--- config.mk ---
export PLATFORM = sky130hd
export DESIGN_NAME = dpvc_top
export DESIGN_NICKNAME = d
export VERILOG_FILES = /design/src/hw/dpvc_top.v /design/src/hw/dpvc_gain_ramp.v
export VERILOG_INCLUDE_DIRS = /design/src /design/src/inc
export SDC_FILE = /design/constraint.sdc
export NUM_CORES = 1
export LEC_CHECK = 0
export ABC_AREA = 1
export BUFFER_PORTS_ARGS = -buffer_cell sky130_fd_sc_hd__clkbuf_2
export CORE_UTILIZATION = 56
export CTS_CLUSTER_SIZE = 28
export DETAILED_ROUTE_END_ITERATION = 8
export GPL_TIMING_DRIVEN = 0
export PLACE_DENSITY = 0.8
export SYNTH_ARGS = -nofsm -noshare
export SYNTH_HDL_FRONTEND = slang
export SYNTH_SLANG_ARGS = --single-unit
--- constraint.sdc ---
create_clock -name sys_clk -period 3.6 [get_ports sys_clk]
set_clock_uncertainty 0.1 [all_clocks]
set_input_delay 0.9 -clock sys_clk [delete_from_list [all_inputs] [get_ports sys_clk]]
set_output_delay 0.9 -clock sys_clk [all_outputs]
set_load 0.1 [all_outputs]
--- src/inc/dpvc_regs.vh ---
`ifndef DPVC_REGS_VH
`define DPVC_REGS_VH

// register offsets (page 0)
`define DPVC_OFS_FLAGS 7'h3E
`define DPVC_OFS_SETUP 7'h3F
`define DPVC_OFS_MUTE 7'h40
`define DPVC_OFS_LGAIN 7'h41
`define DPVC_OFS_RGAIN 7'h42

// reset values
`define DPVC_RST_FLAGS 8'h00
`define DPVC_RST_SETUP 8'h14
`define DPVC_RST_MUTE 8'h0C
`define DPVC_RST_GAIN 8'h00

// field positions
`define DPVC_BIT_REC_A 6
`define DPVC_BIT_REC_B 5
`define DPVC_BIT_REC_RUN 4
`define DPVC_BIT_PLAY_A 2
`define DPVC_BIT_PLAY_B 1
`define DPVC_BIT_PLAY_RUN 0
`define DPVC_BIT_LPWR 7
`define DPVC_BIT_RPWR 6
`define DPVC_BIT_LMUTE 3
`define DPVC_BIT_RMUTE 2

// soft-step codes
`define DPVC_STEP_EVERY 2'h0
`define DPVC_STEP_TWO 2'h1
`define DPVC_STEP_OFF 2'h2

// coupling codes
`define DPVC_CPL_L_FROM_R 2'h1
`define DPVC_CPL_R_FROM_L 2'h2

// routing codes
`define DPVC_RT_OFF 2'h0
`define DPVC_RT_SAME 2'h1
`define DPVC_RT_CROSS 2'h2
`define DPVC_RT_AVG 2'h3

`endif

--- src/hw/dpvc_top.v ---
// Behaviour
// record engine flags A bit6, B bit5
// playback engine flags A bit2, B bit1
// record counter restarts per frame unless bit4
// playback counter restarts per frame unless bit0
// bit7 powers left DAC, resets off
// bit6 powers right DAC, resets off
// left routing off/left/right/average
// right routing off/right/left/average
// step every sample or every two
// code 10 unstepped; software avoids 11
// bit3 mutes left, resets muted
// bit2 mutes right, resets muted
// coupling copies one gain to other
// compression forces independent volumes
// left gain signed half-dB code
// software avoids reserved gain codes
// software writes zero upper bits
// right gain same code set
// step 0.5 dB toward target
// reset values, reads return writes
`timescale 1ns/1ps
`default_nettype none
`include "dpvc_regs.vh"
module dpvc_top #(
  parameter SW = 24
) (
  // clock and reset
  input wire sys_clk,
  input wire rst_b,
  // register port
  input wire regWr,
  input wire [6:0] regAddr,
  input wire [7:0] regWrData,
  output reg [7:0] regRdData,
  // audio frame and sample timing
  input wire frameStart,
  input wire sampleTick,
  input wire rangeCompOn,
  // samples in
  input wire [SW-1:0] leftSample,
  input wire [SW-1:0] rightSample,
  // engine controls
  output reg recFlagA,
  output reg recFlagB,
  output reg recCntClear,
  output reg playFlagA,
  output reg playFlagB,
  output reg playCntClear,
  // dac controls
  output reg leftPowerUp,
  output reg rightPowerUp,
  output reg leftMute,
  output reg rightMute,
  output reg [SW-1:0] leftDacIn,
  output reg [SW-1:0] rightDacIn,
  output reg [7:0] leftGainOut,
  output reg [7:0] rightGainOut
);

  // ************************
  // register file
  // ************************
  reg [7:0] flags_reg;
  reg [7:0] setup_reg;
  reg [7:0] mute_reg;
  reg [7:0] lgain_reg;
  reg [7:0] rgain_reg;

  always @(posedge sys_clk or negedge rst_b) begin
    if (!rst_b) begin
      flags_reg <= `DPVC_RST_FLAGS;
      setup_reg <= `DPVC_RST_SETUP;
      mute_reg <= `DPVC_RST_MUTE;
      lgain_reg <= `DPVC_RST_GAIN;
      rgain_reg <= `DPVC_RST_GAIN;
    end else if (regWr) begin
      case (regAddr)
        `DPVC_OFS_FLAGS: flags_reg <= regWrData;
        `DPVC_OFS_SETUP: setup_reg <= regWrData;
        `DPVC_OFS_MUTE: mute_reg <= regWrData;
        `DPVC_OFS_LGAIN: lgain_reg <= regWrData;
        `DPVC_OFS_RGAIN: rgain_reg <= regWrData;
        default: flags_reg <= flags_reg;
      endcase
    end
  end

  // unmapped offsets read zero
  always @(posedge sys_clk or negedge rst_b) begin
    if (!rst_b) begin
      regRdData <= 8'h00;
    end else begin
      case (regAddr)
        `DPVC_OFS_FLAGS: regRdData <= flags_reg;
        `DPVC_OFS_SETUP: regRdData <= setup_reg;
        `DPVC_OFS_MUTE: regRdData <= mute_reg;
        `DPVC_OFS_LGAIN: regRdData <= lgain_reg;
        `DPVC_OFS_RGAIN: regRdData <= rgain_reg;
        default: regRdData <= 8'h00;
      endcase
    end
  end

  // ************************
  // gain selection and stepping
  // ************************
  wire [1:0] coupling = mute_reg[1:0];
  wire [1:0] stepMode = setup_reg[1:0];
  reg [7:0] leftTarget;
  reg [7:0] rightTarget;
  reg halfTick_reg;
  wire stepEn;
  wire stepBypass;
  wire [7:0] lApplied;
  wire [7:0] rApplied;

  always @* begin
    leftTarget = lgain_reg;
    rightTarget = rgain_reg;
    // compression keeps volumes independent
    if (!rangeCompOn) begin
      if (coupling == `DPVC_CPL_L_FROM_R) begin
        leftTarget = rgain_reg;
      end else if (coupling == `DPVC_CPL_R_FROM_L) begin
        rightTarget = lgain_reg;
      end
    end
  end

  // divide sample ticks by two for the slow step rate
  always @(posedge sys_clk or negedge rst_b) begin
    if (!rst_b) begin
      halfTick_reg <= 1'b0;
    end else if (sampleTick) begin
      halfTick_reg <= ~halfTick_reg;
    end
  end

  // code 11 is reserved; it steps like 00 here
  assign stepEn = sampleTick && ((stepMode != `DPVC_STEP_TWO) || halfTick_reg);
  assign stepBypass = (stepMode == `DPVC_STEP_OFF);

  dpvc_gain_ramp uLeftRamp (
    .sys_clk(sys_clk),
    .rst_b(rst_b),
    .stepEn(stepEn),
    .stepBypass(stepBypass),
    .targetGain(leftTarget),
    .gain_reg(lApplied)
  );

  dpvc_gain_ramp uRightRamp (
    .sys_clk(sys_clk),
    .rst_b(rst_b),
    .stepEn(stepEn),
    .stepBypass(stepBypass),
    .targetGain(rightTarget),
    .gain_reg(rApplied)
  );

  // ************************
  // routing
  // ************************
  wire [SW:0] sampleSum = {leftSample[SW-1], leftSample} + {rightSample[SW-1], rightSample};
  wire [SW-1:0] sampleAvg = sampleSum[SW:1];
  reg [SW-1:0] leftSel;
  reg [SW-1:0] rightSel;

  always @* begin
    case (setup_reg[5:4])
      `DPVC_RT_SAME: leftSel = leftSample;
      `DPVC_RT_CROSS: leftSel = rightSample;
      `DPVC_RT_AVG: leftSel = sampleAvg;
      default: leftSel = {SW{1'b0}};
    endcase
    case (setup_reg[3:2])
      `DPVC_RT_SAME: rightSel = rightSample;
      `DPVC_RT_CROSS: rightSel = leftSample;
      `DPVC_RT_AVG: rightSel = sampleAvg;
      default: rightSel = {SW{1'b0}};
    endcase
  end

  // ************************
  // registered outputs
  // ************************
  always @(posedge sys_clk or negedge rst_b) begin
    if (!rst_b) begin
      recFlagA <= 1'b0;
      recFlagB <= 1'b0;
      recCntClear <= 1'b0;
      playFlagA <= 1'b0;
      playFlagB <= 1'b0;
      playCntClear <= 1'b0;
      leftPowerUp <= 1'b0;
      rightPowerUp <= 1'b0;
      leftMute <= 1'b1;
      rightMute <= 1'b1;
      leftDacIn <= {SW{1'b0}};
      rightDacIn <= {SW{1'b0}};
      leftGainOut <= 8'h00;
      rightGainOut <= 8'h00;
    end else begin
      recFlagA <= flags_reg[`DPVC_BIT_REC_A];
      recFlagB <= flags_reg[`DPVC_BIT_REC_B];
      playFlagA <= flags_reg[`DPVC_BIT_PLAY_A];
      playFlagB <= flags_reg[`DPVC_BIT_PLAY_B];
      // one-cycle clear pulse at frame start
      recCntClear <= frameStart && !flags_reg[`DPVC_BIT_REC_RUN];
      playCntClear <= frameStart && !flags_reg[`DPVC_BIT_PLAY_RUN];
      leftPowerUp <= setup_reg[`DPVC_BIT_LPWR];
      rightPowerUp <= setup_reg[`DPVC_BIT_RPWR];
      leftMute <= mute_reg[`DPVC_BIT_LMUTE];
      rightMute <= mute_reg[`DPVC_BIT_RMUTE];
      leftDacIn <= leftSel;
      rightDacIn <= rightSel;
      leftGainOut <= lApplied;
      rightGainOut <= rApplied;
    end
  end

endmodule
`default_nettype wire

--- src/hw/dpvc_gain_ramp.v ---
`timescale 1ns/1ps
`default_nettype none
// one channel of soft-stepped applied gain
module dpvc_gain_ramp (
  // clock and reset
  input wire sys_clk,
  input wire rst_b,
  // control
  input wire stepEn,
  input wire stepBypass,
  input wire [7:0] targetGain,
  // applied gain
  output reg [7:0] gain_reg
);

  reg [7:0] gain_next;

  always @* begin
    gain_next = gain_reg;
    if (stepBypass) begin
      gain_next = targetGain;
    end else if (stepEn && gain_reg != targetGain) begin
      // signed compare; 0.5 dB per step toward target
      if ($signed(gain_reg) < $signed(targetGain)) begin
        gain_next = gain_reg + 8'h01;
      end else begin
        gain_next = gain_reg - 8'h01;
      end
    end
  end

  always @(posedge sys_clk or negedge rst_b) begin
    if (!rst_b) begin
      gain_reg <= 8'h00;
    end else begin
      gain_reg <= gain_next;
    end
  end

endmodule
`default_nettype wire

==> impl_metrics.tcl, run 1 <==
set metrics [dict create \
    outcome "complete, no violations" \
    regToRegSetupSlack_ns 0.11 \
    wl_per_cell_um 16.4 \
    synth_area_leader_cell "dfrtp_1" \
    min_period_ns 3.53 \
    arrival_ns 3.75 \
    seq_area_frac_synth_pct 43.6 \
    tightest_slew_ns 0.725 \
    htree_levels 4 \
    wirelength_mm 22.7 \
    clockBufferDepth 2 \
    start_kind "primary input" \
    drive_gt1_share_pct 20.0 \
    setup_tns_ns 0 \
    power_density_mw_per_mm2 771 \
    synth_area_sq_mm 0.00799 \
    first_pass_iters 5 \
    hold_viol_final 0 \
    rows 43 \
    cts_tree "yes" \
    antenna_found_initial 0 \
    synth_fp_nets 1132 \
    synth_edf_count 0 \
    yosysWarnings 0 \
    drc_errors 0 \
    drt_iter0_markers 801 \
    grt-ovfl-total 0 \
    hp-class "primary input to async pin" \
    grt_pass1_wl_mm 35.8 \
    timing.rr.end "uLeftRamp.gain_reg[6]" \
    initial_core_util_pct 57.5 \
    dieArea_sq_mm 0.0147 \
    cts_sinks 139 \
    synth-async-reset-ratio_pct 100 \
    grt_pass1_vias 7549 \
    startpoint "rangeCompOn" \
    reg_top3 "leftDacIn: 24 flops, rightDacIn: 24 flops" \
    yosys.area.top_type_share_pct 41.7 \
    portBuffers 150 \
    drv_cap 0 \
    r2r-start "mute_reg[0]" \
    setup.worst_path.class "primary input to register" \
    synthFlopType "dfrtp_1" \
    path_max_fanout 10 \
    nets 1305 \
    fin_area_sq_mm 0.00971 \
    viasPerCell 5.76 \
    seqCellArea_sq_mm 0.00349 \
    grtUsageTotal_pct 31.6 \
    power_leakage_nw 5.07 \
    num_vias 7991 \
    total_power_w 0.00748 \
    grt_max_degree 103 \
    endpoint_kind "register" \
    hold_ws_ns 0.274 \
    core_sq_mm 0.0139 \
    multi_input_area_sq_mm 0.00398 \
    slew_headroom_pct 51.7 \
    clk_latency_ns 0.43 \
    synth.avg_cell_area_sq_um 7.82 \
    routabilityCongestion 0.922 \
    synth_cells 1021 \
    yosysUniqueCellTypes 40 \
    antenna_cells 0 \
    ir_worst_vdd_uv 381 \
    setup_viol 0 \
    worstPathRequired_ns 3.82 \
    slew_viol_final 0 \
    io_pins 151 \
    ys_top_cells_by_area "dfrtp_1 (42%), nand2_1 (13%), inv_1 (6.8%), ha_1 (6.4%), nand3_1 (5.8%)" \
    drtAntennaViolNets 0 \
    dp_hpwl_mm 16.3 \
    cts_buffers 17 \
    post-route-period-util_pct 98.1 \
    synthToLayoutAreaGrowth_pct 21.6 \
    die-width_um 121 \
    r2r_cells 23 \
    n_fill_cell 1106 \
    synth.ff_latch_count 139 \
    max_freq_mhz 283 \
    root_buffer "clkbuf_16" \
    fp.dieH_um 121 \
    cp-endpoint "uLeftRamp.gain_reg[6]" \
    clkTransAtPathRegs_ns 0.06 \
    placed_cell_area_sq_mm 0.00900 \
]
[layer usage]
layer	track usage (%)	vias up	share of wire, %
met5	0	-	0
li1	-	3783	-
met1	39.0	3746	41
met4	16.1	0	4.0
met2	51.3	386	48
met3	7.61	76	7.4
[how the worst min path moves through the flow]
| stage | cells after the start | slack, ns | endpoint | from |
|---|---|---|---|---|
| 3_3_place_gp | 0 | 0.26 | recFlagA | flags_reg[6] |
| 3_5_place_dp | 0 | 0.27 | playFlagA | flags_reg[2] |
| 6_report | 1 | 0.27 | recFlagA | rst_b |
| 5_1_grt | 1 | 0.29 | recFlagA | rst_b |
| 2_1_floorplan | 0 | 0.25 | playFlagA | flags_reg[2] |
| 4_1_cts | 1 | 0.28 | recFlagA | rst_b |
[synthesized netlist by cell type (6+ instances only)]
library cell	n
a21o_1	7
a21oi_1	31
a221oi_1	9
clkbuf_1	16
dfrtp_1	133
dfstp_2	6
ha_1	41
inv_1	145
nand2_1	269
nand3_1	92
nand4_1	6
nor2_1	56
nor3_1	7
o21ai_0	82
o221ai_1	28
o22ai_1	18
o41ai_1	6
or2_2	10
xor2_1	10
[placed cells by master (no fill, tap or decap), types with 6 or more instances in the layout]
cell type	count
nor3_1	7
a21o_1	7
nand2_1	264
nand3_1	85
o41ai_1	6
clkbuf_16	17
dfstp_2	6
a221oi_1	9
nand2_2	8
o221ai_1	28
o21ai_1	7
dfrtp_1	133
clkbuf_1	14
a21oi_1	26
or2_2	10
nor2_1	53
nand4_1	6
ha_1	40
clkbuf_2	149
o22ai_1	18
inv_1	143
o21ai_0	75
xor2_1	10
[what timing repair did]
action                                  CTS  global route
endpoints found under the setup margin    4             8
resized for setup                         4            40
pin swaps                                 1             4
setup buffers                             0             3
hold buffers                              0             0
[power breakdown]
group / internal (W) / total, W / switching (W)
clock: 0.000986 / 0.00168 / 0.000691
sequential: 0.00185 / 0.00211 / 0.000264
combinational: 0.000954 / 0.00369 / 0.00274
total: 0.00379 / 0.00748 / 0.00369
[logic make-up after synthesis]
family          synth area share [%]
compound gates                  16.1
xor+xnor                        1.64
fa+ha+maj                       6.67
buf+inv                         7.80
flops                           43.6
simple gates                    24.2
[critical path: stages]
cell,delay [ns]
clkbuf_2,0.08
inv_2,0.05
nand2_2,0.14
buf_6,0.16
nand2_1,0.08
o21ai_1,0.17
ha_2,0.38
a21o_1,0.21
nor2_4,0.17
nand2_1,0.11
nand2_2,0.13
nand3_2,0.12
nand2_1,0.13
inv_1,0.06
ha_1,0.18
inv_1,0.08
nand2_1,0.07
nand3_2,0.10
nor2_2,0.05
nand3_1,0.08
nand3_1,0.08
nand3_1,0.13
nand2_1,0.07
[final cells by class]
cell class	count	area share, %
Multi-Input combinational cell	716	41.0
Sequential cell	139	35.9
Timing Repair Buffer	154	8.34
Inverter	146	5.64
Clock buffer	19	4.66
Tap cell	180	2.32
Clock inverter	13	1.22
Buffer	20	0.889
[stage by stage]
step	setup slack [ns]	cells	utilization (%)
after floorplan	0.146	1021	-
after global placement	-0.648	1351	64.6
after detailed placement	-0.479	1352	64.8
after CTS	0.00152	1384	69.0
after global routing	-0.108	1387	69.9
final	0.0682	1387	69.9
Power figures use the tool's default switching activity.
==> inputs of run 2 (changes only) <==
--- a/config.mk
+++ b/config.mk
@@ -8,11 +8,13 @@
 export LEC_CHECK = 0
 export ABC_AREA = 1
 export BUFFER_PORTS_ARGS = -buffer_cell sky130_fd_sc_hd__clkbuf_2
-export CORE_UTILIZATION = 56
+export CELL_PAD_IN_SITES_DETAIL_PLACEMENT = 2
+export CELL_PAD_IN_SITES_GLOBAL_PLACEMENT = 2
+export CORE_UTILIZATION = 32
 export CTS_CLUSTER_SIZE = 28
 export DETAILED_ROUTE_END_ITERATION = 8
 export GPL_TIMING_DRIVEN = 0
-export PLACE_DENSITY = 0.8
+export PLACE_DENSITY_LB_ADDON = 0.1
 export SYNTH_ARGS = -nofsm -noshare
 export SYNTH_HDL_FRONTEND = slang
 export SYNTH_SLANG_ARGS = --single-unit
==> run 2 against run 1 <==
Die area grew 74%; largest power group unchanged; non-clock buffer count grew 4; global-route usage shrank 8.0 points; highest routed layer unchanged; register-to-register slack gained 0.12 ns; combinational power grew 5%; clock power grew 7%.
==> impl_metrics.tcl, run 2 (synthesis results as in run 1) <==
set metrics [dict create \
    grt-busiest-layer "met2" \
    outcome "complete, no violations" \
    hold_ws_ns 0.279 \
    gr-usage-met2_pct 45.0 \
    grtUsageTotal_pct 23.5 \
    antenna_cells 0 \
    nets 1309 \
    slew_headroom_pct 44.8 \
    post-route-period-util_pct 94.5 \
    layout_common_cells "nand2_1 (259), clkbuf_2 (149), inv_1 (144)" \
    power_density_mw_per_mm2 777 \
    drt_iter0_markers 299 \
    fp.dieH_um 160 \
    min_period_ns 3.40 \
    grt_max_degree 71 \
    clockBufferDepth 2 \
    fin_ws_ns 0.199 \
    core_sq_mm 0.0244 \
    path_max_fanout 10 \
    hold_viol_final 0 \
    io_pins 151 \
    num_vias 7935 \
    setup.worst_path.class "primary input to register" \
    total_power_w 0.00779 \
    htree_levels 4 \
    drtAntennaViolNets 0 \
    cts_buffers 17 \
    root_buffer "clkbuf_16" \
    hp-class "register to register" \
    portBuffers 150 \
    slew_viol_final 0 \
    grt_use_met3_pct 3.06 \
    ir_worst_vdd_uv 523 \
    dp_slack_ns -0.784 \
    drc_errors 0 \
    die-width_um 160 \
    final_common_cell "nand2_1" \
    regToRegSetupSlack_ns 0.23 \
    grt_pass1_vias 8854 \
    reg_top3 "leftDacIn: 24 flops, rightDacIn: 24 flops" \
    start_kind "primary input" \
    final_core_util_pct 41.1 \
    synthToLayoutAreaGrowth_pct 25.5 \
    arrival_ns 3.62 \
    tightest_slew_ns 0.821 \
    viasPerCell 5.17 \
    first_pass_iters 6 \
    grt-ovfl-total 0 \
    cts_tree "yes" \
    power_leakage_nw 5.13 \
    antenna_found_initial 0 \
    initial_core_util_pct 32.7 \
    rows 57 \
    clk_latency_ns 0.44 \
    cts_sinks 139 \
    max_freq_mhz 294 \
    routabilityCongestion 0.862 \
    met1_usage_pct 26.7 \
    grt_pass1_wl_mm 46.8 \
    setup_viol 0 \
    clkTransAtPathRegs_ns 0.08 \
    n_fill_cell 2916 \
    dp_hpwl_mm 22.1 \
    setup_tns_ns 0 \
    worstPathRequired_ns 3.82 \
    drive_gt1_share_pct 21.3 \
    wl_per_cell_um 19.1 \
    drv_cap 0 \
    endpoint_kind "register" \
    dieArea_sq_mm 0.0256 \
    wirelength_mm 29.3 \
]
-- run 2: path summary, 6_finish.rpt --
path / start / to / depth (start not counted)
max in group asynchronous: rst_b / setup_reg[4] / 2
worst min-delay path: mute_reg[3] / leftMute / 0
worst max register to register: mute_reg[1] / uLeftRamp.gain_reg[6] / 23
worst max-delay path: rangeCompOn / uLeftRamp.gain_reg[6] / 24
min in group asynchronous: rst_b / recFlagA / 1
worst min register to register: mute_reg[3] / leftMute / 0
-- run 2: layout make-up --
class / instances / area [sq um] / area share, %
multi-input cells: 716 / 4040 / 40.4
clock buffers: 17 / 425 / 4.25
well taps: 324 / 405 / 4.05
plain buffers: 20 / 93.8 / 0.936
inverters: 146 / 548 / 5.47
flip-flops and latches: 139 / 3490 / 34.8
clock inverters: 15 / 178 / 1.77
repair buffers: 158 / 840 / 8.38
-- run 2: repair_timing --
action,CTS,global route
gates resized for setup,14,48
hold buffers,0,0
pin swaps,2,7
buffers inserted,2,5
endpoints found under the setup margin,8,9
-- run 2: worst max-delay path, cell delays in order --
cell and delay [ns]:
clkbuf_2 0.09, inv_2 0.11, nand2_4 0.10, buf_8 0.16, nand2_1 0.08, o21ai_2 0.08
ha_1 0.32, buf_4 0.15, buf_4 0.15, inv_1 0.16, nand3_4 0.13, nand3_1 0.17
nand2_1 0.10, inv_1 0.06, ha_1 0.13, inv_1 0.05, nand2_1 0.08, nand3_2 0.11
nor2_2 0.13, nand3_1 0.11, nand2_1 0.08, nand2_1 0.04, nand3_1 0.06, nand2_1 0.06
-- run 2: report_power, final --
group | total, W | internal [W] | switching (W)
clock | 0.00180 | 0.000937 | 0.000864
sequential | 0.00212 | 0.00185 | 0.000274
combinational | 0.00386 | 0.00101 | 0.00285
-- run 2: per-stage QoR --
step	std cells	area [sq um]
6_report	1535	10000
5_1_grt	1535	10000
4_1_cts	1530	9830
3_5_place_dp	1496	9180
3_3_place_gp	1495	9140
2_1_floorplan	1021	7990
-- run 2: routing by layer --
metal  up-vias  routed length, um
li1       3780                  -
met1      3968              12000
met2       145              16000
met3        42                737
met4         0                598
met5         -                  0
==> inputs of run 3 (changes only) <==
--- a/config.mk
+++ b/config.mk
@@ -15,6 +15,7 @@
 export DETAILED_ROUTE_END_ITERATION = 8
 export GPL_TIMING_DRIVEN = 0
 export PLACE_DENSITY_LB_ADDON = 0.1
+export RECOVER_POWER = 50
 export SYNTH_ARGS = -nofsm -noshare
 export SYNTH_HDL_FRONTEND = slang
 export SYNTH_SLANG_ARGS = --single-unit
==> run 3 against run 2 <==
The run now ends with capacitance limit, slew limit left; final cell count is the same; critical path depth is the same; via count shrank 0.35%; flip-flop and latch count is the same; non-clock buffer count is the same; utilization shrank 0.15 points; hold slack gained 0.0080 ns; first-iteration DRC count shrank 2.7%; combinational power is essentially flat; sequential share of layout area grew 0.13 points; sequential power is essentially flat; register-to-register slack is essentially flat; critical endpoint unchanged; largest cell class unchanged; largest power group unchanged.
==> impl_metrics.tcl, run 3 (synthesis results as in run 1) <==
set metrics [dict create \
    setup_tns_ns 0 \
    slew_headroom_pct -21.7 \
    worstPathRequired_ns 3.82 \
    min_period_ns 3.39 \
    cts_sinks 139 \
    io_pins 151 \
    first_pass_iters 6 \
    tightest_slew_ns 1.83 \
    dieArea_sq_mm 0.0256 \
    grt_pass1_vias 8854 \
    die-width_um 160 \
    drv_cap 1 \
    drt_iter0_markers 291 \
    fp.dieH_um 160 \
    cpPeakStageDelay_ns 0.33 \
    slew_viol_final 71 \
    ir_worst_vdd_uv 524 \
    viasPerCell 5.15 \
    min-delay-start "flags_reg[6]" \
    final_common_cell "nand2_1" \
    drc_errors 0 \
    initial_core_util_pct 32.7 \
    timing.rr.end "uLeftRamp.gain_reg[6]" \
    dp_hpwl_mm 22.1 \
    crit_chain "clkbuf_2, inv_2, nand2_4, buf_8, nand2_1, o21ai_2, ha_1, buf_4, buf_4, inv_1, nand3_4, nand3_1, nand2_1, inv_1, ha_1, inv_1, nand2_1, nand3_2, nor2_2, nand3_1, nand2_1, nand2_1, nand3_1, nand2_1" \
    regToRegSetupSlack_ns 0.24 \
    n_fill_cell 2922 \
    path_common_cell "nand2_1" \
    postCtsHoldBufs 0 \
    grt-ovfl-total 0 \
    nets 1309 \
    dp.cells 1496 \
    multi_input_area_sq_mm 0.00404 \
    outcome "complete, but fails checks" \
    placed_cell_area_sq_mm 0.00918 \
    cts_tree "yes" \
    wirelength_mm 29.3 \
    path_max_fanout 10 \
    r2r-start "mute_reg[1]" \
    setup.worst_path.class "primary input to register" \
    hold_viol_final 0 \
    drtAntennaViolNets 0 \
    cts_buffers 17 \
    endpoint_kind "register" \
    power_leakage_nw 5.10 \
    whs_path_depth 0 \
    htree_levels 4 \
    failed_checks "capacitance limit, slew limit" \
    root_buffer "clkbuf_16" \
    post-route-period-util_pct 94.3 \
    drive_gt1_share_pct 20.5 \
    synthToLayoutAreaGrowth_pct 25.0 \
    holdPathEnd "recFlagA" \
    grt_pass1_wl_mm 46.8 \
    final_core_util_pct 40.9 \
    start_kind "primary input" \
    clkTransAtPathRegs_ns 0.08 \
    critPathSlowestCell "ha_1" \
    clk_latency_ns 0.44 \
    fin_cells 1535 \
    power_density_mw_per_mm2 779 \
    grt_max_degree 71 \
    wl_per_cell_um 19.1 \
    routabilityCongestion 0.862 \
    core_sq_mm 0.0244 \
    seqCellArea_sq_mm 0.00349 \
    antenna_cells 0 \
    reg_top3 "leftDacIn: 24 flops, rightDacIn: 24 flops" \
    grtUsageTotal_pct 23.5 \
    dp_slack_ns -0.784 \
    max_freq_mhz 295 \
    clockBufferDepth 2 \
    hp-class "register to register" \
    fin_area_sq_mm 0.00998 \
    r2r_cells 23 \
    fin_ws_ns 0.206 \
    antenna_found_initial 0 \
    layout_common_cells "nand2_1 (259), inv_1 (144), clkbuf_2 (143)" \
    rows 57 \
    arrival_ns 3.61 \
    num_vias 7907 \
    portBuffers 150 \
    setup_viol 0 \
]
[run 3: repair_timing]
action,in CTS,in global routing
gates resized for setup,14,48
buffers inserted,2,5
endpoints found under the setup margin,8,9
pin swaps,2,7
[run 3: worst max-delay path by stage]
stage                     start                endpoint  slack [ns]  depth (start not counted)
floorplan           rangeCompOn  uRightRamp.gain_reg[6]        0.15                         22
detailed placement  rangeCompOn  uRightRamp.gain_reg[4]       -0.78                         23
global route        rangeCompOn   uLeftRamp.gain_reg[6]       -0.12                         26
global placement          rst_b           leftDacIn[13]       -0.90                          1
finish              rangeCompOn   uLeftRamp.gain_reg[6]        0.21                         24
CTS                 rangeCompOn  uRightRamp.gain_reg[6]        0.01                         23
[run 3: where the power goes]
part | switching (W) | total [W] | internal [W] | leakage (nW)
Sequential | 0.000275 | 0.00212 | 0.00185 | 1.78
Combinational | 0.00285 | 0.00385 | 0.00101 | 3.03
Clock | 0.000864 | 0.00180 | 0.000937 | 0.284
[run 3: cell type report]
class                      instances  area share (%)
timing repair buffer             158            8.03
sequential                       139            34.9
clock buffer                      17            4.26
inverter                         146            5.49
buffer                            20           0.940
tap                              324            4.06
multi-input combinational        716            40.5
clock inverter                    15            1.78
[run 3: through the flow]
step           power, W  hold slack (ns)
3_3_place_gp    0.00565            0.257
6_report        0.00778            0.287
2_1_floorplan   0.00485            0.254
4_1_cts         0.00763            0.280
5_1_grt         0.00830            0.297
3_5_place_dp    0.00576            0.272
[run 3: critical path, delay by kind of cell]
| family | cells | cell delay (ns) |
|---|---|---|
| AOI/OAI and AO/OA | 1 | 0.08 |
| and+or+nand+nor | 13 | 1.25 |
| adders and majority gates | 2 | 0.46 |
| buffers and inverters | 8 | 0.93 |
[run 3: layer usage]
metal | wire length [um] | global-route usage [%] | vias to the layer above
met5 | 0 | 0 | -
met4 | 584 | 7.62 | 0
met3 | 706 | 3.06 | 38
met2 | 16000 | 45.0 | 127
met1 | 12100 | 26.7 | 3956
li1 | - | - | 3786
